<file path="config.mk">
export PLATFORM = sky130hd
export DESIGN_NAME = ucr_regs
export DESIGN_NICKNAME = d
export VERILOG_FILES = /design/src/ucr_pkg.sv /design/src/ucr_baud_gen.sv /design/src/ucr_regs.sv
export SDC_FILE = /design/constraint.sdc
export NUM_CORES = 1
export LEC_CHECK = 0
export BUFFER_PORTS_ARGS = -buffer_cell sky130_fd_sc_hd__clkbuf_2
export CAP_MARGIN = 10
export CORE_ASPECT_RATIO = 1.4
export CORE_UTILIZATION = 53
export CTS_BUF_LIST = sky130_fd_sc_hd__clkbuf_2 sky130_fd_sc_hd__clkbuf_4 sky130_fd_sc_hd__clkbuf_8
export CTS_CLUSTER_DIAMETER = 30
export DETAILED_ROUTE_END_ITERATION = 7
export PLACE_DENSITY = 0.78
export REMOVE_ABC_BUFFERS = 1
export SYNTH_ARGS = -nofsm -noshare
export SYNTH_HDL_FRONTEND = slang
export SYNTH_SLANG_ARGS = --single-unit
</file>
<file path="constraint.sdc">
create_clock -name sys_clk_i -period 1.98 [get_ports sys_clk_i]
set_input_delay 0.297 -clock sys_clk_i [delete_from_list [all_inputs] [get_ports sys_clk_i]]
set_output_delay 0.297 -clock sys_clk_i [all_outputs]
set_load 0.005 [all_outputs]
</file>
<file path="src/ucr_pkg.sv">
// Purpose : shared constants and types for the serial port control/irq register bank
// Assumes : 16-bit registers, word index addressing on a simple register port
// Notes   : register indices follow the core's six-register map
package ucr_pkg;

  // ********************************************************************
  // register map (word index)
  // ********************************************************************
  localparam logic [2:0] UCR_IDX_RXDATA  = 3'h0;
  localparam logic [2:0] UCR_IDX_TXDATA  = 3'h1;
  localparam logic [2:0] UCR_IDX_STATUS  = 3'h2;
  localparam logic [2:0] UCR_IDX_CONTROL = 3'h3;
  localparam logic [2:0] UCR_IDX_DIVISOR = 3'h4;
  localparam logic [2:0] UCR_IDX_EOP     = 3'h5;

  // ********************************************************************
  // bit positions shared by status flags and control enables
  // ********************************************************************
  localparam int UCR_BIT_PE   = 0;
  localparam int UCR_BIT_FE   = 1;
  localparam int UCR_BIT_BRK  = 2;
  localparam int UCR_BIT_ROE  = 3;
  localparam int UCR_BIT_TOE  = 4;
  localparam int UCR_BIT_TMT  = 5;
  localparam int UCR_BIT_TRDY = 6;
  localparam int UCR_BIT_RRDY = 7;
  localparam int UCR_BIT_EXC  = 8;
  localparam int UCR_BIT_TBRK = 9;
  localparam int UCR_BIT_CLEAR_SEND_CHANGE_FLAG = 10;
  localparam int UCR_BIT_RTS  = 11;
  localparam int UCR_BIT_EOPF = 12;

  // ********************************************************************
  // reset values and masks
  // ********************************************************************
  localparam logic [15:0] UCR_CONTROL_RST = 16'h0000;
  localparam logic [15:0] UCR_EOP_RST     = 16'h0000;
  localparam logic [15:0] UCR_DIVISOR_RST = 16'h00d8;
  localparam logic [15:0] UCR_CTL_MASK    = 16'h1fff;
  // sticky flags cleared by a status write
  localparam logic [15:0] UCR_STICKY_MASK = 16'h141f;
  localparam logic [15:0] UCR_UNDEF_RD    = 16'h0000;
  // enables that pair with a status flag; bits 9 and 11 are line controls
  localparam logic [15:0] UCR_IRQ_MASK    = 16'h15ff;

  // register port request
  typedef struct packed {
    logic        rd;
    logic        wr;
    logic [2:0]  idx;
    logic [15:0] wdata;
  } ucr_req_t;

  // raw condition events from the shifter / receiver side
  typedef struct packed {
    logic pe;
    logic fe;
    logic break_seen_flag;
    logic roe;
    logic tx_overrun_flag;
    logic clear_send_change_flag;
    logic eop;
  } ucr_evt_t;

  // level states from the shifter / receiver side
  typedef struct packed {
    logic shifter_idle_flag;
    logic trdy;
    logic rrdy;
    logic cts;
  } ucr_lvl_t;

endpackage

</file>
<file path="src/ucr_baud_gen.sv">
// Purpose : baud tick generator, one tick every divisor+1 clocks
// Assumes : divisor is stable or changes apply at once to the count in progress
// Notes   : tick is a one-cycle pulse from a flip-flop
`timescale 1ns/100ps
module ucr_baud_gen
  import ucr_pkg::*;
#(
  parameter int DIV_W = 16
)
(
  input  wire logic             sys_clk_i,
  input  wire logic             rst_n_i,
  input  wire logic             clk_en_i,
  input  wire logic [DIV_W-1:0] divisor_i,
  output logic                  baud_tick_o
);

  logic [DIV_W-1:0] cnt_ff;
  logic             tick_ff;

  // ********************************************************************
  // counter: rate = clock / (divisor + 1)
  // ********************************************************************
  always_ff @(posedge sys_clk_i or negedge rst_n_i)
  begin
    if (!rst_n_i)
    begin
      cnt_ff  <= '0;
      tick_ff <= 1'b0;
    end
    else if (clk_en_i)
    begin
      if (cnt_ff >= divisor_i)
      begin
        cnt_ff  <= '0;
        tick_ff <= 1'b1;
      end
      else
      begin
        cnt_ff  <= cnt_ff + DIV_W'(1);
        tick_ff <= 1'b0;
      end
    end
  end

  assign baud_tick_o = tick_ff;

endmodule // ucr_baud_gen

</file>
<file path="src/ucr_regs.sv">
// Purpose : control, divisor and end-of-packet registers with irq output
// Assumes : status flags arrive as same-clock events and levels; cts pin is async
// Notes   : reads return data one cycle after the read strobe
`timescale 1ns/100ps

module ucr_regs
  import ucr_pkg::*;
#(
  parameter bit          HAS_FLOW_CTL = 1'b1,
  parameter bit          HAS_BAUD_SW  = 1'b1,
  parameter bit          HAS_EOP      = 1'b1,
  parameter int          DIV_W        = 16,
  parameter logic [15:0] DIV_FIXED    = UCR_DIVISOR_RST
)
(
  input  wire logic     sys_clk_i,
  input  wire logic     rst_n_i,
  input  wire logic     clk_en_i,
  input  wire ucr_req_t req_i,
  input  wire ucr_evt_t evt_i,
  input  wire ucr_lvl_t lvl_i,
  input  wire logic     cts_n_i,
  input  wire logic     tx_shift_i,
  input  wire logic     rx_char_valid_i,
  input  wire logic [7:0] rx_char_i,
  output logic [15:0]   rdata_o,
  output logic          irq_o,
  output logic          txd_o,
  output logic          rts_n_o,
  output logic          baud_tick_o
);

  logic [15:0] control_ff;
  logic [15:0] nxt_control;
  logic [15:0] divisor_ff;
  logic [15:0] eop_char_ff;
  logic [15:0] flags_ff;
  logic [15:0] nxt_flags;
  logic [15:0] status_view;
  logic [15:0] rdata_ff;
  logic        irq_ff;
  logic        txd_ff;
  logic        rts_n_ff;
  logic        cts_meta_ff;
  logic        cts_sync_ff;
  logic        cts_prev_ff;
  logic        cts_edge;
  logic        eop_hit;
  logic        wr_status;
  logic [15:0] irq_hits;

  function automatic logic is_wr(input ucr_req_t r, input logic [2:0] idx);
    is_wr = r.wr && (r.idx == idx);
  endfunction

  // ********************************************************************
  // cts synchroniser and change detect
  // ********************************************************************
  // reset level matches the idle pin, so no false change follows reset
  always_ff @(posedge sys_clk_i or negedge rst_n_i)
  begin
    if (!rst_n_i)
    begin
      cts_meta_ff <= 1'b1;
      cts_sync_ff <= 1'b1;
      cts_prev_ff <= 1'b1;
    end
    else if (clk_en_i)
    begin
      cts_meta_ff <= cts_n_i;
      cts_sync_ff <= cts_meta_ff;
      cts_prev_ff <= cts_sync_ff;
    end
  end

  assign cts_edge = HAS_FLOW_CTL && (cts_sync_ff != cts_prev_ff);

  // ********************************************************************
  // control register
  // ********************************************************************
  always_comb
  begin
    nxt_control = control_ff;
    if (is_wr(req_i, UCR_IDX_CONTROL))
    begin
      nxt_control = req_i.wdata & UCR_CTL_MASK;
      if (!HAS_FLOW_CTL)
      begin
        nxt_control[UCR_BIT_RTS] = 1'b0;
      end
    end
  end

  always_ff @(posedge sys_clk_i or negedge rst_n_i)
  begin
    if (!rst_n_i)
    begin
      control_ff <= UCR_CONTROL_RST;
    end
    else if (clk_en_i)
    begin
      control_ff <= nxt_control;
    end
  end

  // ********************************************************************
  // divisor and end-of-packet registers
  // ********************************************************************
  // without the baud option the tick keeps running at the fixed rate
  always_ff @(posedge sys_clk_i or negedge rst_n_i)
  begin
    if (!rst_n_i)
    begin
      divisor_ff <= DIV_FIXED;
    end
    else if (clk_en_i && HAS_BAUD_SW && is_wr(req_i, UCR_IDX_DIVISOR))
    begin
      divisor_ff <= req_i.wdata;
    end
  end

  always_ff @(posedge sys_clk_i or negedge rst_n_i)
  begin
    if (!rst_n_i)
    begin
      eop_char_ff <= UCR_EOP_RST;
    end
    else if (clk_en_i && HAS_EOP && is_wr(req_i, UCR_IDX_EOP))
    begin
      eop_char_ff <= req_i.wdata;
    end
  end

  // end of packet seen on a received character or a character sent
  assign eop_hit = HAS_EOP && ((rx_char_valid_i && rx_char_i == eop_char_ff[7:0])
                   || evt_i.eop);

  // ********************************************************************
  // sticky status flags; a new event wins over a same-cycle clear
  // ********************************************************************
  assign wr_status = is_wr(req_i, UCR_IDX_STATUS);

  always_comb
  begin
    nxt_flags = flags_ff;
    if (wr_status)
    begin
      nxt_flags = flags_ff & ~UCR_STICKY_MASK;
    end
    // events are applied after the clear so a same-cycle event is kept
    if (evt_i.pe)
    begin
      nxt_flags[UCR_BIT_PE] = 1'b1;
    end
    if (evt_i.fe)
    begin
      nxt_flags[UCR_BIT_FE] = 1'b1;
    end
    if (evt_i.break_seen_flag)
    begin
      nxt_flags[UCR_BIT_BRK] = 1'b1;
    end
    if (evt_i.roe)
    begin
      nxt_flags[UCR_BIT_ROE] = 1'b1;
    end
    if (evt_i.tx_overrun_flag)
    begin
      nxt_flags[UCR_BIT_TOE] = 1'b1;
    end
    if (evt_i.clear_send_change_flag || cts_edge)
    begin
      nxt_flags[UCR_BIT_CLEAR_SEND_CHANGE_FLAG] = HAS_FLOW_CTL;
    end
    if (eop_hit)
    begin
      nxt_flags[UCR_BIT_EOPF] = 1'b1;
    end
  end

  always_ff @(posedge sys_clk_i or negedge rst_n_i)
  begin
    if (!rst_n_i)
    begin
      flags_ff <= 16'h0000;
    end
    else if (clk_en_i)
    begin
      flags_ff <= nxt_flags;
    end
  end

  // status as seen by software and by the irq logic
  always_comb
  begin
    status_view                 = flags_ff & UCR_STICKY_MASK;
    status_view[UCR_BIT_EXC]    = |flags_ff[UCR_BIT_TOE:UCR_BIT_PE];
    status_view[UCR_BIT_TMT]    = lvl_i.shifter_idle_flag;
    status_view[UCR_BIT_TRDY]   = lvl_i.trdy;
    status_view[UCR_BIT_RRDY]   = lvl_i.rrdy;
    status_view[UCR_BIT_RTS]    = HAS_FLOW_CTL && !cts_sync_ff;
  end

  // ********************************************************************
  // read port: control reads never disturb state
  // ********************************************************************
  always_ff @(posedge sys_clk_i or negedge rst_n_i)
  begin
    if (!rst_n_i)
    begin
      rdata_ff <= 16'h0000;
    end
    else if (clk_en_i && req_i.rd)
    begin
      unique case (req_i.idx)
        UCR_IDX_STATUS  : rdata_ff <= status_view;
        UCR_IDX_CONTROL : rdata_ff <= control_ff;
        UCR_IDX_DIVISOR : rdata_ff <= HAS_BAUD_SW ? divisor_ff : UCR_UNDEF_RD;
        UCR_IDX_EOP     : rdata_ff <= HAS_EOP ? eop_char_ff : UCR_UNDEF_RD;
        default         : rdata_ff <= UCR_UNDEF_RD;
      endcase
    end
  end

  // ********************************************************************
  // irq and pins
  // ********************************************************************
  // flag and enable pair bit for bit; rts and break bits have no flag partner
  always_comb
  begin
    irq_hits = status_view & control_ff & UCR_IRQ_MASK;
  end

  always_ff @(posedge sys_clk_i or negedge rst_n_i)
  begin
    if (!rst_n_i)
    begin
      irq_ff <= 1'b0;
    end
    else if (clk_en_i)
    begin
      irq_ff <= |irq_hits;
    end
  end

  // txd is re-registered, so break takes hold one cycle after the write
  always_ff @(posedge sys_clk_i or negedge rst_n_i)
  begin
    if (!rst_n_i)
    begin
      txd_ff   <= 1'b1;
      rts_n_ff <= 1'b1;
    end
    else if (clk_en_i)
    begin
      txd_ff   <= control_ff[UCR_BIT_TBRK] ? 1'b0 : tx_shift_i;
      rts_n_ff <= ~control_ff[UCR_BIT_RTS];
    end
  end

  ucr_baud_gen #(
    .DIV_W (DIV_W)
  ) u_baud (
    .sys_clk_i   (sys_clk_i),
    .rst_n_i     (rst_n_i),
    .clk_en_i    (clk_en_i),
    .divisor_i   (divisor_ff[DIV_W-1:0]),
    .baud_tick_o (baud_tick_o)
  );

  assign rdata_o = rdata_ff;
  assign irq_o   = irq_ff;
  assign txd_o   = txd_ff;
  assign rts_n_o = rts_n_ff;

endmodule // ucr_regs

</file>
==> results.md, run 1 <==
- Max Freq: 488 MHz
- Layout cells sized above 1: 0.346
- Largest cells by area after synthesis: dfrtp_1 (46%), mux2_2 (8.3%), mux2i_1 (5.3%)
- Fin Clk Skew: 0.00563 ns
- Slew margin rel.: 0.598
- Gr usage total: 0.254
- Status: complete, but fails checks
- Die height: between 100 and 150 µm
- CTS tree: done
- Final WS setup: -0.0677 ns
- TritonCTS buffer count: 9
- Violated checks: setup timing
- Core ar.: 8200 µm²
- Fin util: 0.666
- CP max stage delay: 0.37 ns
- Most used DFF post-synth: dfrtp_1
- Pins Over Slew Limit: 0
- Final WL: 10500 µm
- Worst-skew pair later-pin latency: 0.36 ns
- Port Buffer Count: 64
- Syn-to-layout area delta: 21.4%
- Total power: 4900 µW
- Req. time, crit path: 2.21 ns
- Starting Density: 0.549
- Place WS: -0.120 ns
- Total die area: about 9000 µm²
- Largest net degree at the start of global routing: 42
- Vias per cell: roughly 5.7
- Critical Path Fanout Max: 4
- Mapped Area: 4500 µm²
- Remaining DRCs: 0
- First drt pass iteration count: 4
- Maximum level of the CTS H-tree: 3
- RSZ-0062 raised after global routing: yes
- DP Wirelength: ~7500 µm
- Tcrit/Tclk final: 1.03
- Initial antenna violation count: 0
- Leakage: 0.00261 µW
- Worst Path Class, Setup: register to register
- Root Driver: clkbuf_8
- CP endpoint kind: register
- Number of distinct library cells after synthesis: 43
- CP Launch Type: register
- # clock sinks: 91
- Nets: 564
- CP arrival: 2.28 ns
- IO Pins: 66
- Clock Tree Buf Depth: 2
- Syn Inst Count: roughly 410
- Fin. Hold Viols: 0
- Number of synthesized flops with an enable pin: 0
- PD cells: 898 nW/µm²
- Min Tclk post-route: 2.05 ns
- VDD IR max: 474 µV
- Post-route cell area: 5460 µm²
- Endpoints failing setup: 7
- Ant. Diodes: 0
- Gr ovfl total: 0
- Routed WL per cell: 17.2 µm
- Die width: 79.9 µm
- Worst slew pin tran: 0.598 ns
- Routability Congestion: 0.890
- Post-synth top area share: 0.456
- WP buf/inv: 1
- Worst hold-check path type: primary input to register
- Dpl cells: 581
- CP delay by family, top: simple AND/OR/NAND/NOR gates
- DR iter-0 viols: 224
- Vias in the first global route: 3598
- Placed Area: approximately 5100 µm²
- Antenna-violating nets left: 0
- Mean post-synth cell area: about 11 µm²
- Via count: 3464
- First-pass GRT wire length: 17000 µm
- Sequential-to-total area share from yosys stat: 0.509
- Row count: 39
- YS warnings: 0
- Post-synth ARST share: 1.00
- Reg clk slew, reported paths: ~0.090 ns
- Max-cap violations: 0
- Number of synthesized register bits: 91
- Synth area leader: dfrtp_1
- Final Non-Filler Cells: 608
- CP max stage cell: a41oi_1
- CP cell instances: inv_1 -> ha_4 -> nand4_1 -> nor3_2 -> nand3b_1 -> a41oi_1 -> o22ai_1
through the flow:
stage / hold slack (ns) / setup TNS (ns)
after global routing: 0.141 / -1.52
final: 0.152 / -0.0920
after floorplan: 0.00141 / -6.87
after CTS: 0.140 / 0
after detailed placement: 0.308 / -1.52
after global placement: 0.306 / -0.435
layout make-up:
| class | instances | area, µm² |
|---|---|---|
| fillers | 602 | 2740 |
| flip-flops and latches | 91 | 2290 |
| multi-input cells | 280 | 2130 |
| repair buffers | 97 | 618 |
| clock buffers | 12 | 165 |
| well taps | 102 | 128 |
| inverters | 22 | 82.6 |
| clock inverters | 4 | 47.5 |
worst paths after layout:
path / from / endpoint / slack (ns) / cells past startpoint
max: divisor_ff[14] / u_baud.cnt_ff[2] / -0.07 / 7
min: tx_shift_i / txd_o / 0.15 / 2
max reg2reg: divisor_ff[14] / u_baud.cnt_ff[2] / -0.07 / 7
min reg2reg: control_ff[11] / rts_n_o / 0.46 / 1
max in group asynchronous: rst_n_i / txd_o / 0.93 / 3
min in group asynchronous: rst_n_i / eop_char_ff[2] / 0.45 / 2
logic make-up after synthesis:
logic type	synth area share
flops	0.509
fa+ha+maj	0.0473
buf+inv	0.0373
simple gates	0.105
mux	0.136
compound gates	0.123
xor+xnor	0.0428
timing repair:
action,4_1_cts,5_1_grt
gates cloned,1,0
resized for setup,6,17
pin swaps,6,12
endpoints found under the setup margin,16,17
hold buffers,1,0
hold endpoints to repair,33,0
buffers inserted,2,7
cells in the final DEF (no fill, tap or decap), types with 8 or more instances in the layout:
| master | Yosys | routed |
|---|---|---|
| dfrtp_1 | 82 | 82 |
| xnor2_1 | 8 | 8 |
| clkbuf_2 | 0 | 63 |
| a22o_1 | 8 | 8 |
| nor2_1 | 20 | 11 |
| dfstp_2 | 9 | 9 |
| inv_1 | 22 | 19 |
| nand4_1 | 12 | 12 |
| mux2i_1 | 24 | 24 |
| xor2_1 | 14 | 14 |
| nor2_2 | 0 | 9 |
| o21ai_0 | 36 | 36 |
| mux2_2 | 33 | 33 |
| nand2_1 | 49 | 49 |
| o22a_1 | 10 | 10 |
| buf_4 | 0 | 28 |
| ha_1 | 17 | 14 |
| clkbuf_8 | 0 | 12 |
sequential cells by signal, indices dropped and copies added, names as in the netlist:
name,count
cts_prev_ff,1
u_baud.cnt_ff,16
divisor_ff,16
txd_o,1
cts_meta_ff,1
eop_char_ff,16
control_ff,13
rdata_o,16
rts_n_o,1
irq_o,1
cts_sync_ff,1
u_baud.baud_tick_o,1
flags_ff,7
cell usage after synthesis, types with 9 or more instances:
cell / number
dfrtp_1: 82
nand2_1: 49
o21ai_0: 36
mux2_2: 33
mux2i_1: 24
inv_1: 22
nor2_1: 20
ha_1: 17
xor2_1: 14
nand4_1: 12
clkbuf_1: 10
o22a_1: 10
dfstp_2: 9
layer usage:
metal,track usage,vias up,part of all wire
met1,0.306,1712,0.41
met5,0,-,0
met3,0.0486,18,0.042
met4,0.108,0,0.020
li1,-,1634,-
met2,0.434,100,0.52
report_power, final:
group	internal (µW)	switching, µW	total [µW]
clock	683	647	1330
combinational	552	533	1080
sequential	2220	271	2490
(Power assumes the default switching activity.)
==> run 2: changes to the inputs <==
--- a/config.mk
+++ b/config.mk
@@ -5,15 +5,16 @@
 export SDC_FILE = /design/constraint.sdc
 export NUM_CORES = 1
 export LEC_CHECK = 0
-export BUFFER_PORTS_ARGS = -buffer_cell sky130_fd_sc_hd__clkbuf_2
 export CAP_MARGIN = 10
 export CORE_ASPECT_RATIO = 1.4
-export CORE_UTILIZATION = 53
+export CORE_UTILIZATION = 59
 export CTS_BUF_LIST = sky130_fd_sc_hd__clkbuf_2 sky130_fd_sc_hd__clkbuf_4 sky130_fd_sc_hd__clkbuf_8
 export CTS_CLUSTER_DIAMETER = 30
 export DETAILED_ROUTE_END_ITERATION = 7
+export DONT_BUFFER_PORTS = 1
 export PLACE_DENSITY = 0.78
 export REMOVE_ABC_BUFFERS = 1
+export SLEW_MARGIN = 30
 export SYNTH_ARGS = -nofsm -noshare
 export SYNTH_HDL_FRONTEND = slang
 export SYNTH_SLANG_ARGS = --single-unit
==> run 2 against run 1 <==
  * The run ends with hold timing, setup timing left
  * Critical endpoint unchanged
  * Total power shrank 3.1%
  * Maximum frequency shrank 1.3%
  * Critical path type unchanged
  * Cell count shrank 12%
==> results.md, run 2 (synthesis results as in run 1) <==
- Status: complete, but fails checks
- Violated checks: hold timing, setup timing
- Root Driver: clkbuf_8
- Reg power frac: 0.528 (+0.020)
- DR iter-0 viols: 233 (+4.0%)
- Ant. Diodes: 0 (unchanged)
- Largest net degree at the start of global routing: 92 (+120%)
- Initial antenna violation count: 0 (unchanged)
- Clock share of power: 0.266 (-0.005)
- Most frequent cells in the layout: dfrtp_1 (82), nand2_1 (49), o21ai_0 (36)
- Vias per cell: 6.06 (+6.4%)
- Worst-skew pair later-pin latency: 0.37 ns (about the same)
- Req. time, crit path: 2.23 ns (+0.02 ns)
- CP Launch Type: register
- Crit path capture: u_baud.cnt_ff[2]
- Fin. Hold Viols: 91 (+91)
- Max Freq: 482 MHz (-1.3%)
- Final WL: 10600 µm (+1.6%)
- Via count: 3237 (-6.6%)
- Layout cells sized above 1: 0.259 (-0.0873)
- Fin Setup TNS: -0.731 ns (-0.639 ns)
- Post-route cell area: 5120 µm² (-6.3%)
- Psw: 1390 µW (-4.3%)
- # clock sinks: 91 (unchanged)
- DP Wirelength: 7000 µm (-6.8%)
- Syn-to-layout area delta: 13.8%
- Worst hold-check path type: primary input to asynchronous set/reset pin
- Gr ovfl total: 0 (unchanged)
- Reg clk slew, reported paths: 0.09 ns (about the same)
- Worst Reg-to-Reg Cells: 7 (unchanged)
- Worst Path Class, Setup: register to register
- Maximum level of the CTS H-tree: 3 (unchanged)
- Row count: 37 (-5.1%)
- Fin Clk Skew: 0.00538 ns (-0.000257 ns)
- Critical Path Fanout Max: 3 (-1)
- R2R Setup Slk: -0.09 ns (-0.03 ns)
- Most common cell after layout, fill and taps aside: dfrtp_1
- Int Power: 3370 µW (-2.6%)
- IO Pins: 66 (unchanged)
- Tcrit/Tclk final: 1.05 (+0.0134)
- Antenna-violating nets left: 0 (unchanged)
- Reg2reg start: u_baud.cnt_ff[12]
- Nets: 495 (-12%)
- Reg-to-Reg End: u_baud.cnt_ff[2]
- Gr usage total: 0.273 (+0.0194)
- TritonCTS buffer count: 9 (unchanged)
- Worst slew pin tran: 0.402 ns (-0.196 ns)
- Starting Density: 0.611 (+0.0624)
- Max-cap violations: 0 (unchanged)
- Switching Fraction: 0.292 (-0.00367)
- RSZ-0062 raised after global routing: yes
- Routability Congestion: 0.885 (-0.53%)
- First-pass GRT wire length: 15900 µm (-6.5%)
- Die width: 75.8 µm (-5.1%)
- Routed WL per cell: 19.9 µm (+16%)
- Vias in the first global route: 3293 (-8.5%)
- Core ar.: 7360 µm² (-10%)
- Min Tclk post-route: 2.07 ns (+0.0264 ns)
- Final WS setup: -0.0942 ns (-0.0264 ns)
- Combinational power share: 0.206 (-0.015)
- Endpoints failing setup: 14 (+7)
- Port Buffer Count: 0 (-100%)
- First drt pass iteration count: 4 (unchanged)
- Place WS: -0.0850 ns (+0.0350 ns)
- PD cells: 929 nW/µm² (+3.4%)
- Placed Area: 4670 µm² (-7.8%)
- CP arrival: 2.33 ns (+0.05 ns)
- Total die area: 7980 µm² (-10%)
- Slew margin rel.: 0.732 (+0.134)
- VDD IR max: 562 µV (+18%)
- WHS: -0.386 ns (-0.538 ns)
- Leakage: 0.00230 µW (-12%)
- Clock Tree Buf Depth: 2 (unchanged)
- Remaining DRCs: 0 (unchanged)
- Die height: 105 µm (-5.1%)
- Crit path from: u_baud.cnt_ff[12]
- CTS tree: done
- Pins Over Slew Limit: 0 (unchanged)
- CP endpoint kind: register
[run 2: how the worst min path moves through the flow]
stage | cells past startpoint | end | slack (ns) | from
finish | 0 | rdata_o[1] | -0.39 | rst_n_i
detailed placement | 0 | rdata_o[1] | 0.004 | rst_n_i
global route | 0 | rdata_o[1] | -0.39 | rst_n_i
CTS | 0 | rdata_o[0] | -0.39 | rst_n_i
global placement | 0 | rdata_o[5] | 0.003 | rst_n_i
floorplan | 0 | control_ff[0] | 0.001 | rst_n_i
[run 2: worst max-delay path, stage by stage, from the launching register on]
cell and delay [ns]:
dfrtp_1 0.44, ha_4 0.29, nand4_1 0.22, nor3_2 0.27, nand3b_1 0.22, buf_4 0.20, a41oi_1 0.22, o22ai_1 0.10
[run 2: area by class of cell]
type | instances | area (µm²)
flip-flops and latches | 91 | 2290
fillers | 532 | 2240
multi-input cells | 280 | 2210
repair buffers | 28 | 218
clock buffers | 15 | 194
well taps | 97 | 121
inverters | 22 | 82.6
clock inverters | 1 | 5.00
[run 2: layer usage]
metal  routed length (µm)  up-vias  track usage
li1                     -     1494            -
met1                 4280     1628        0.348
met2                 5530       97        0.440
met3                  563       18       0.0411
met4                  240        0        0.139
met5                    0        -            0
[run 2: metrics by stage]
step	power, µW	utilization	cells
2_1_floorplan	3090	-	393
3_3_place_gp	3270	0.635	508
3_5_place_dp	3350	0.635	508
4_1_cts	4610	0.670	528
5_1_grt	4970	0.695	534
6_report	4750	0.695	534
[run 2: what timing repair did]
action	4_1_cts	5_1_grt
endpoints found under the setup margin	16	17
buffers inserted	3	6
gates resized for setup	9	23
cloned	1	0
endpoints found under the hold margin	91	91
pin swaps	4	8
[run 2: power by group through the flow]
stage | Combinational [µW] | Clock [µW] | Sequential, µW
floorplan | 643 | 0 | 2440
global placement | 763 | 0 | 2510
detailed placement | 809 | 0 | 2540
CTS | 851 | 1260 | 2500
global route | 1090 | 1330 | 2550
finish | 981 | 1260 | 2510
==> run 3: changes to the inputs <==
--- a/config.mk
+++ b/config.mk
@@ -5,14 +5,14 @@
 export SDC_FILE = /design/constraint.sdc
 export NUM_CORES = 1
 export LEC_CHECK = 0
+export ABC_AREA = 1
 export CAP_MARGIN = 10
-export CORE_ASPECT_RATIO = 1.4
-export CORE_UTILIZATION = 59
+export CORE_UTILIZATION = 60
 export CTS_BUF_LIST = sky130_fd_sc_hd__clkbuf_2 sky130_fd_sc_hd__clkbuf_4 sky130_fd_sc_hd__clkbuf_8
 export CTS_CLUSTER_DIAMETER = 30
 export DETAILED_ROUTE_END_ITERATION = 7
 export DONT_BUFFER_PORTS = 1
-export PLACE_DENSITY = 0.78
+export PLACE_DENSITY = 0.79
 export REMOVE_ABC_BUFFERS = 1
 export SLEW_MARGIN = 30
 export SYNTH_ARGS = -nofsm -noshare
==> run 3 against run 2 <==
  * The run ends with hold timing left
  * Clock-buffer cell count fell by 6
  * Wire length fell by 0.18%
  * Sequential power fell by 2%
  * Worst hold slack got worse by 0.00077 ns
  * Total power barely moved
  * Combinational power rose by 14%
  * Clock power fell by 8%
  * Utilization fell by 3.7 points
  * Critical path type unchanged
  * Highest routed layer unchanged
==> results.md, run 3 <==
- Ant. Diodes: 0 (unchanged)
- Root Driver: clkbuf_8
- R2R Setup Slk: 0.11 ns (+0.21 ns)
- Fin. Hold Viols: 91 (unchanged)
- Routed WL per cell: 15.6 µm (-21%)
- Mapped Area: 4750 µm² (+5.5%)
- Fin util: 0.658 (-0.0374)
- Synth area leader: dfrtp_1
- WL met3: 530 µm (-5.9%)
- Pins Over Slew Limit: 0 (unchanged)
- YS warnings: 0 (unchanged)
- IO Pins: 66 (unchanged)
- Min Tclk post-route: 1.87 ns (-0.209 ns)
- WHS: -0.387 ns (-0.000771 ns)
- CP max stage delay: 0.45 ns (about the same)
- VDD IR max: 542 µV (-3.6%)
- DR iter-0 viols: 321 (+38%)
- Number of distinct library cells after synthesis: 33 (-23%)
- Fin Clk Skew: 0.0100 ns (+0.00464 ns)
- Syn-to-layout area delta: 6.59%
- Dpl cells: 658 (+30%)
- DRT met1 WL: 4700 µm (+9.7%)
- Final WS setup: 0.115 ns (+0.209 ns)
- CTS tree: done
- CP delay by family, top: compound AO/OA/AOI/OAI gates
- Maximum level of the CTS H-tree: 3 (unchanged)
- Antenna-violating nets left: 0 (unchanged)
- Worst hold-check path type: primary input to asynchronous set/reset pin
- Mean post-synth cell area: 8.33 µm² (-24%)
- First drt pass iteration count: 5 (+1)
- Die height: 90.9 µm (-14%)
- Tcrit/Tclk final: 0.942 (-0.106)
- Max-cap violations: 0 (unchanged)
- Syn Inst Count: 570 (+38%)
- Die width: 90.9 µm (+20%)
- CP cell instances: ha_1 -> a21oi_1 -> o21ai_0 -> a21oi_2 -> nand2_4 -> nand2_1 -> nand2_1
- Slew margin rel.: 0.541 (-0.191)
- WP buf/inv: 0 (-1)
- Max Used Layer: met4
- Number of synthesized register bits: 91 (unchanged)
- Largest cells by area after synthesis: dfrtp_1 (43%), nand2_1 (12%), inv_1 (6.2%)
- Number of synthesized flops with an enable pin: 0 (unchanged)
- CP Launch Type: register
- Gr usage total: 0.271 (-0.00176)
- Vias per cell: 5.62 (-7.3%)
- Port Buffer Count: 0 (unchanged)
- Worst slew pin tran: 0.686 ns (+0.284 ns)
- Remaining DRCs: 0 (unchanged)
- Most common cell after layout, fill and taps aside: nand2_1
- Sequential-to-total area share from yosys stat: 0.482 (-0.0266)
- Req. time, crit path: 2.24 ns (about the same)
- Violated checks: hold timing
- Final Non-Filler Cells: 678 (+27%)
- Worst-skew pair later-pin latency: 0.36 ns (about the same)
- Via count: 3808 (+18%)
- Most Frequent Cell on Critical Path: nand2_1
- CP endpoint kind: register
- Endpoints failing setup: 0 (-14)
- Clock Tree Buf Depth: 2 (unchanged)
- Layout cells sized above 1: 0.144 (-0.114)
- Row count: 32 (-14%)
- Initial antenna violation count: 0 (unchanged)
- Max Freq: 536 MHz (+11%)
- Critical Path Fanout Max: 5 (+2)
- Post-synth ARST share: 1.00 (unchanged)
- Nets: 634 (+28%)
- TritonCTS buffer count: 9 (unchanged)
- Gr ovfl total: 0 (unchanged)
- Vias in the first global route: 3757 (+14%)
- Worst Path Class, Setup: register to register
- PD cells: 939 nW/µm² (+1.1%)
- CP arrival: 2.13 ns (-0.20 ns)
- Leakage: 0.00253 µW (+9.9%)
- Most used DFF post-synth: dfrtp_1
- Status: complete, but fails checks
- Crit path from: u_baud.cnt_ff[11]
- Reg2reg start: u_baud.cnt_ff[11]
- # clock sinks: 91 (unchanged)
- Most frequent cell after synthesis: nand2_1
- Top post-synthesis cells by count: nand2_1 (146), dfrtp_1 (82), inv_1 (78)
- Fin Setup TNS: 0 ns (+0.731 ns)
- Routability Congestion: 0.859 (-3.0%)
- Place WS: -0.0145 ns (+0.0705 ns)
- Most frequent cells in the layout: nand2_1 (144), dfrtp_1 (82), inv_1 (78)
- Met2 WL: 5110 µm (-7.7%)
- Post-synth top area share: 0.432 (-0.0238)
- Reg-to-Reg End: u_baud.baud_tick_o
- Starting Density: 0.617 (+0.00627)
- CP max stage cell: dfrtp_1
- Setup Buffers After CTS: 0 (-3)
- Final WL: 10600 µm (-0.18%)
- Core ar.: 7690 µm² (+4.4%)
- First-pass GRT wire length: 17500 µm (+10%)
- Reg clk slew, reported paths: 0.10 ns (about the same)
- DP Wirelength: 7280 µm (+4.0%)
- Total die area: 8270 µm² (+3.6%)
- Largest net degree at the start of global routing: 92 (unchanged)
- Worst Reg-to-Reg Cells: 7 (unchanged)
-- run 3: cell type report --
type / instances / area [µm²]
Multi-Input combinational cell: 376 / 2080
Tap cell: 102 / 128
Timing Repair Buffer: 7 / 57.6
Clock inverter: 7 / 53.8
Sequential cell: 91 / 2290
Inverter: 86 / 325
Clock buffer: 9 / 124
Fill cell: 650 / 2630
-- run 3: layer usage --
metal,track usage,vias up
met5,0,-
met1,0.357,1822
li1,-,1852
met2,0.448,113
met3,0.0486,21
met4,0.104,0
-- run 3: repair_timing --
action | in CTS | in global routing
pin swaps | 0 | 2
hold endpoints to repair | 102 | 92
gates cloned | 0 | 2
resized for setup | 1 | 11
hold buffers | 1 | 1
endpoints found under the setup margin | 5 | 16
-- run 3: report_power, final --
part	switching [µW]	internal, µW
logic	672	450
clock network	697	462
registers	251	2220
-- run 3: worst register-to-register path, delay by kind of cell, from the launching register on --
family,cells,cell delay (ns)
AO/OA/AOI/OAI,3,0.67
flip-flops,1,0.45
adder cells (fa/ha/maj),1,0.34
AND/OR/NAND/NOR,3,0.28
-- run 3: how the worst max path moves through the flow --
stage                               to  slack, ns  cells past startpoint
floorplan             u_baud.cnt_ff[0]       0.28                     11
global placement      u_baud.cnt_ff[1]        0.1                     11
detailed placement    u_baud.cnt_ff[1]      -0.01                     11
CTS                   u_baud.cnt_ff[1]       0.08                     11
global route          u_baud.cnt_ff[4]      -0.05                      7
finish              u_baud.baud_tick_o       0.11                      7
-- run 3: metrics by stage --
step	instance area (µm²)	power, µW
finish	5060	4750
global route	5060	5070
CTS	5000	4710
detailed placement	4800	3560
global placement	4800	3470
floorplan	4640	3270
-- run 3: cells by family after synthesis --
logic type	share of synthesized area
xor gates and xnor gates	0.0221
AOI/OAI and AO/OA	0.160
DFF	0.482
buffers and inverters	0.0912
and+or+nand+nor	0.200
adders and majority gates	0.0448
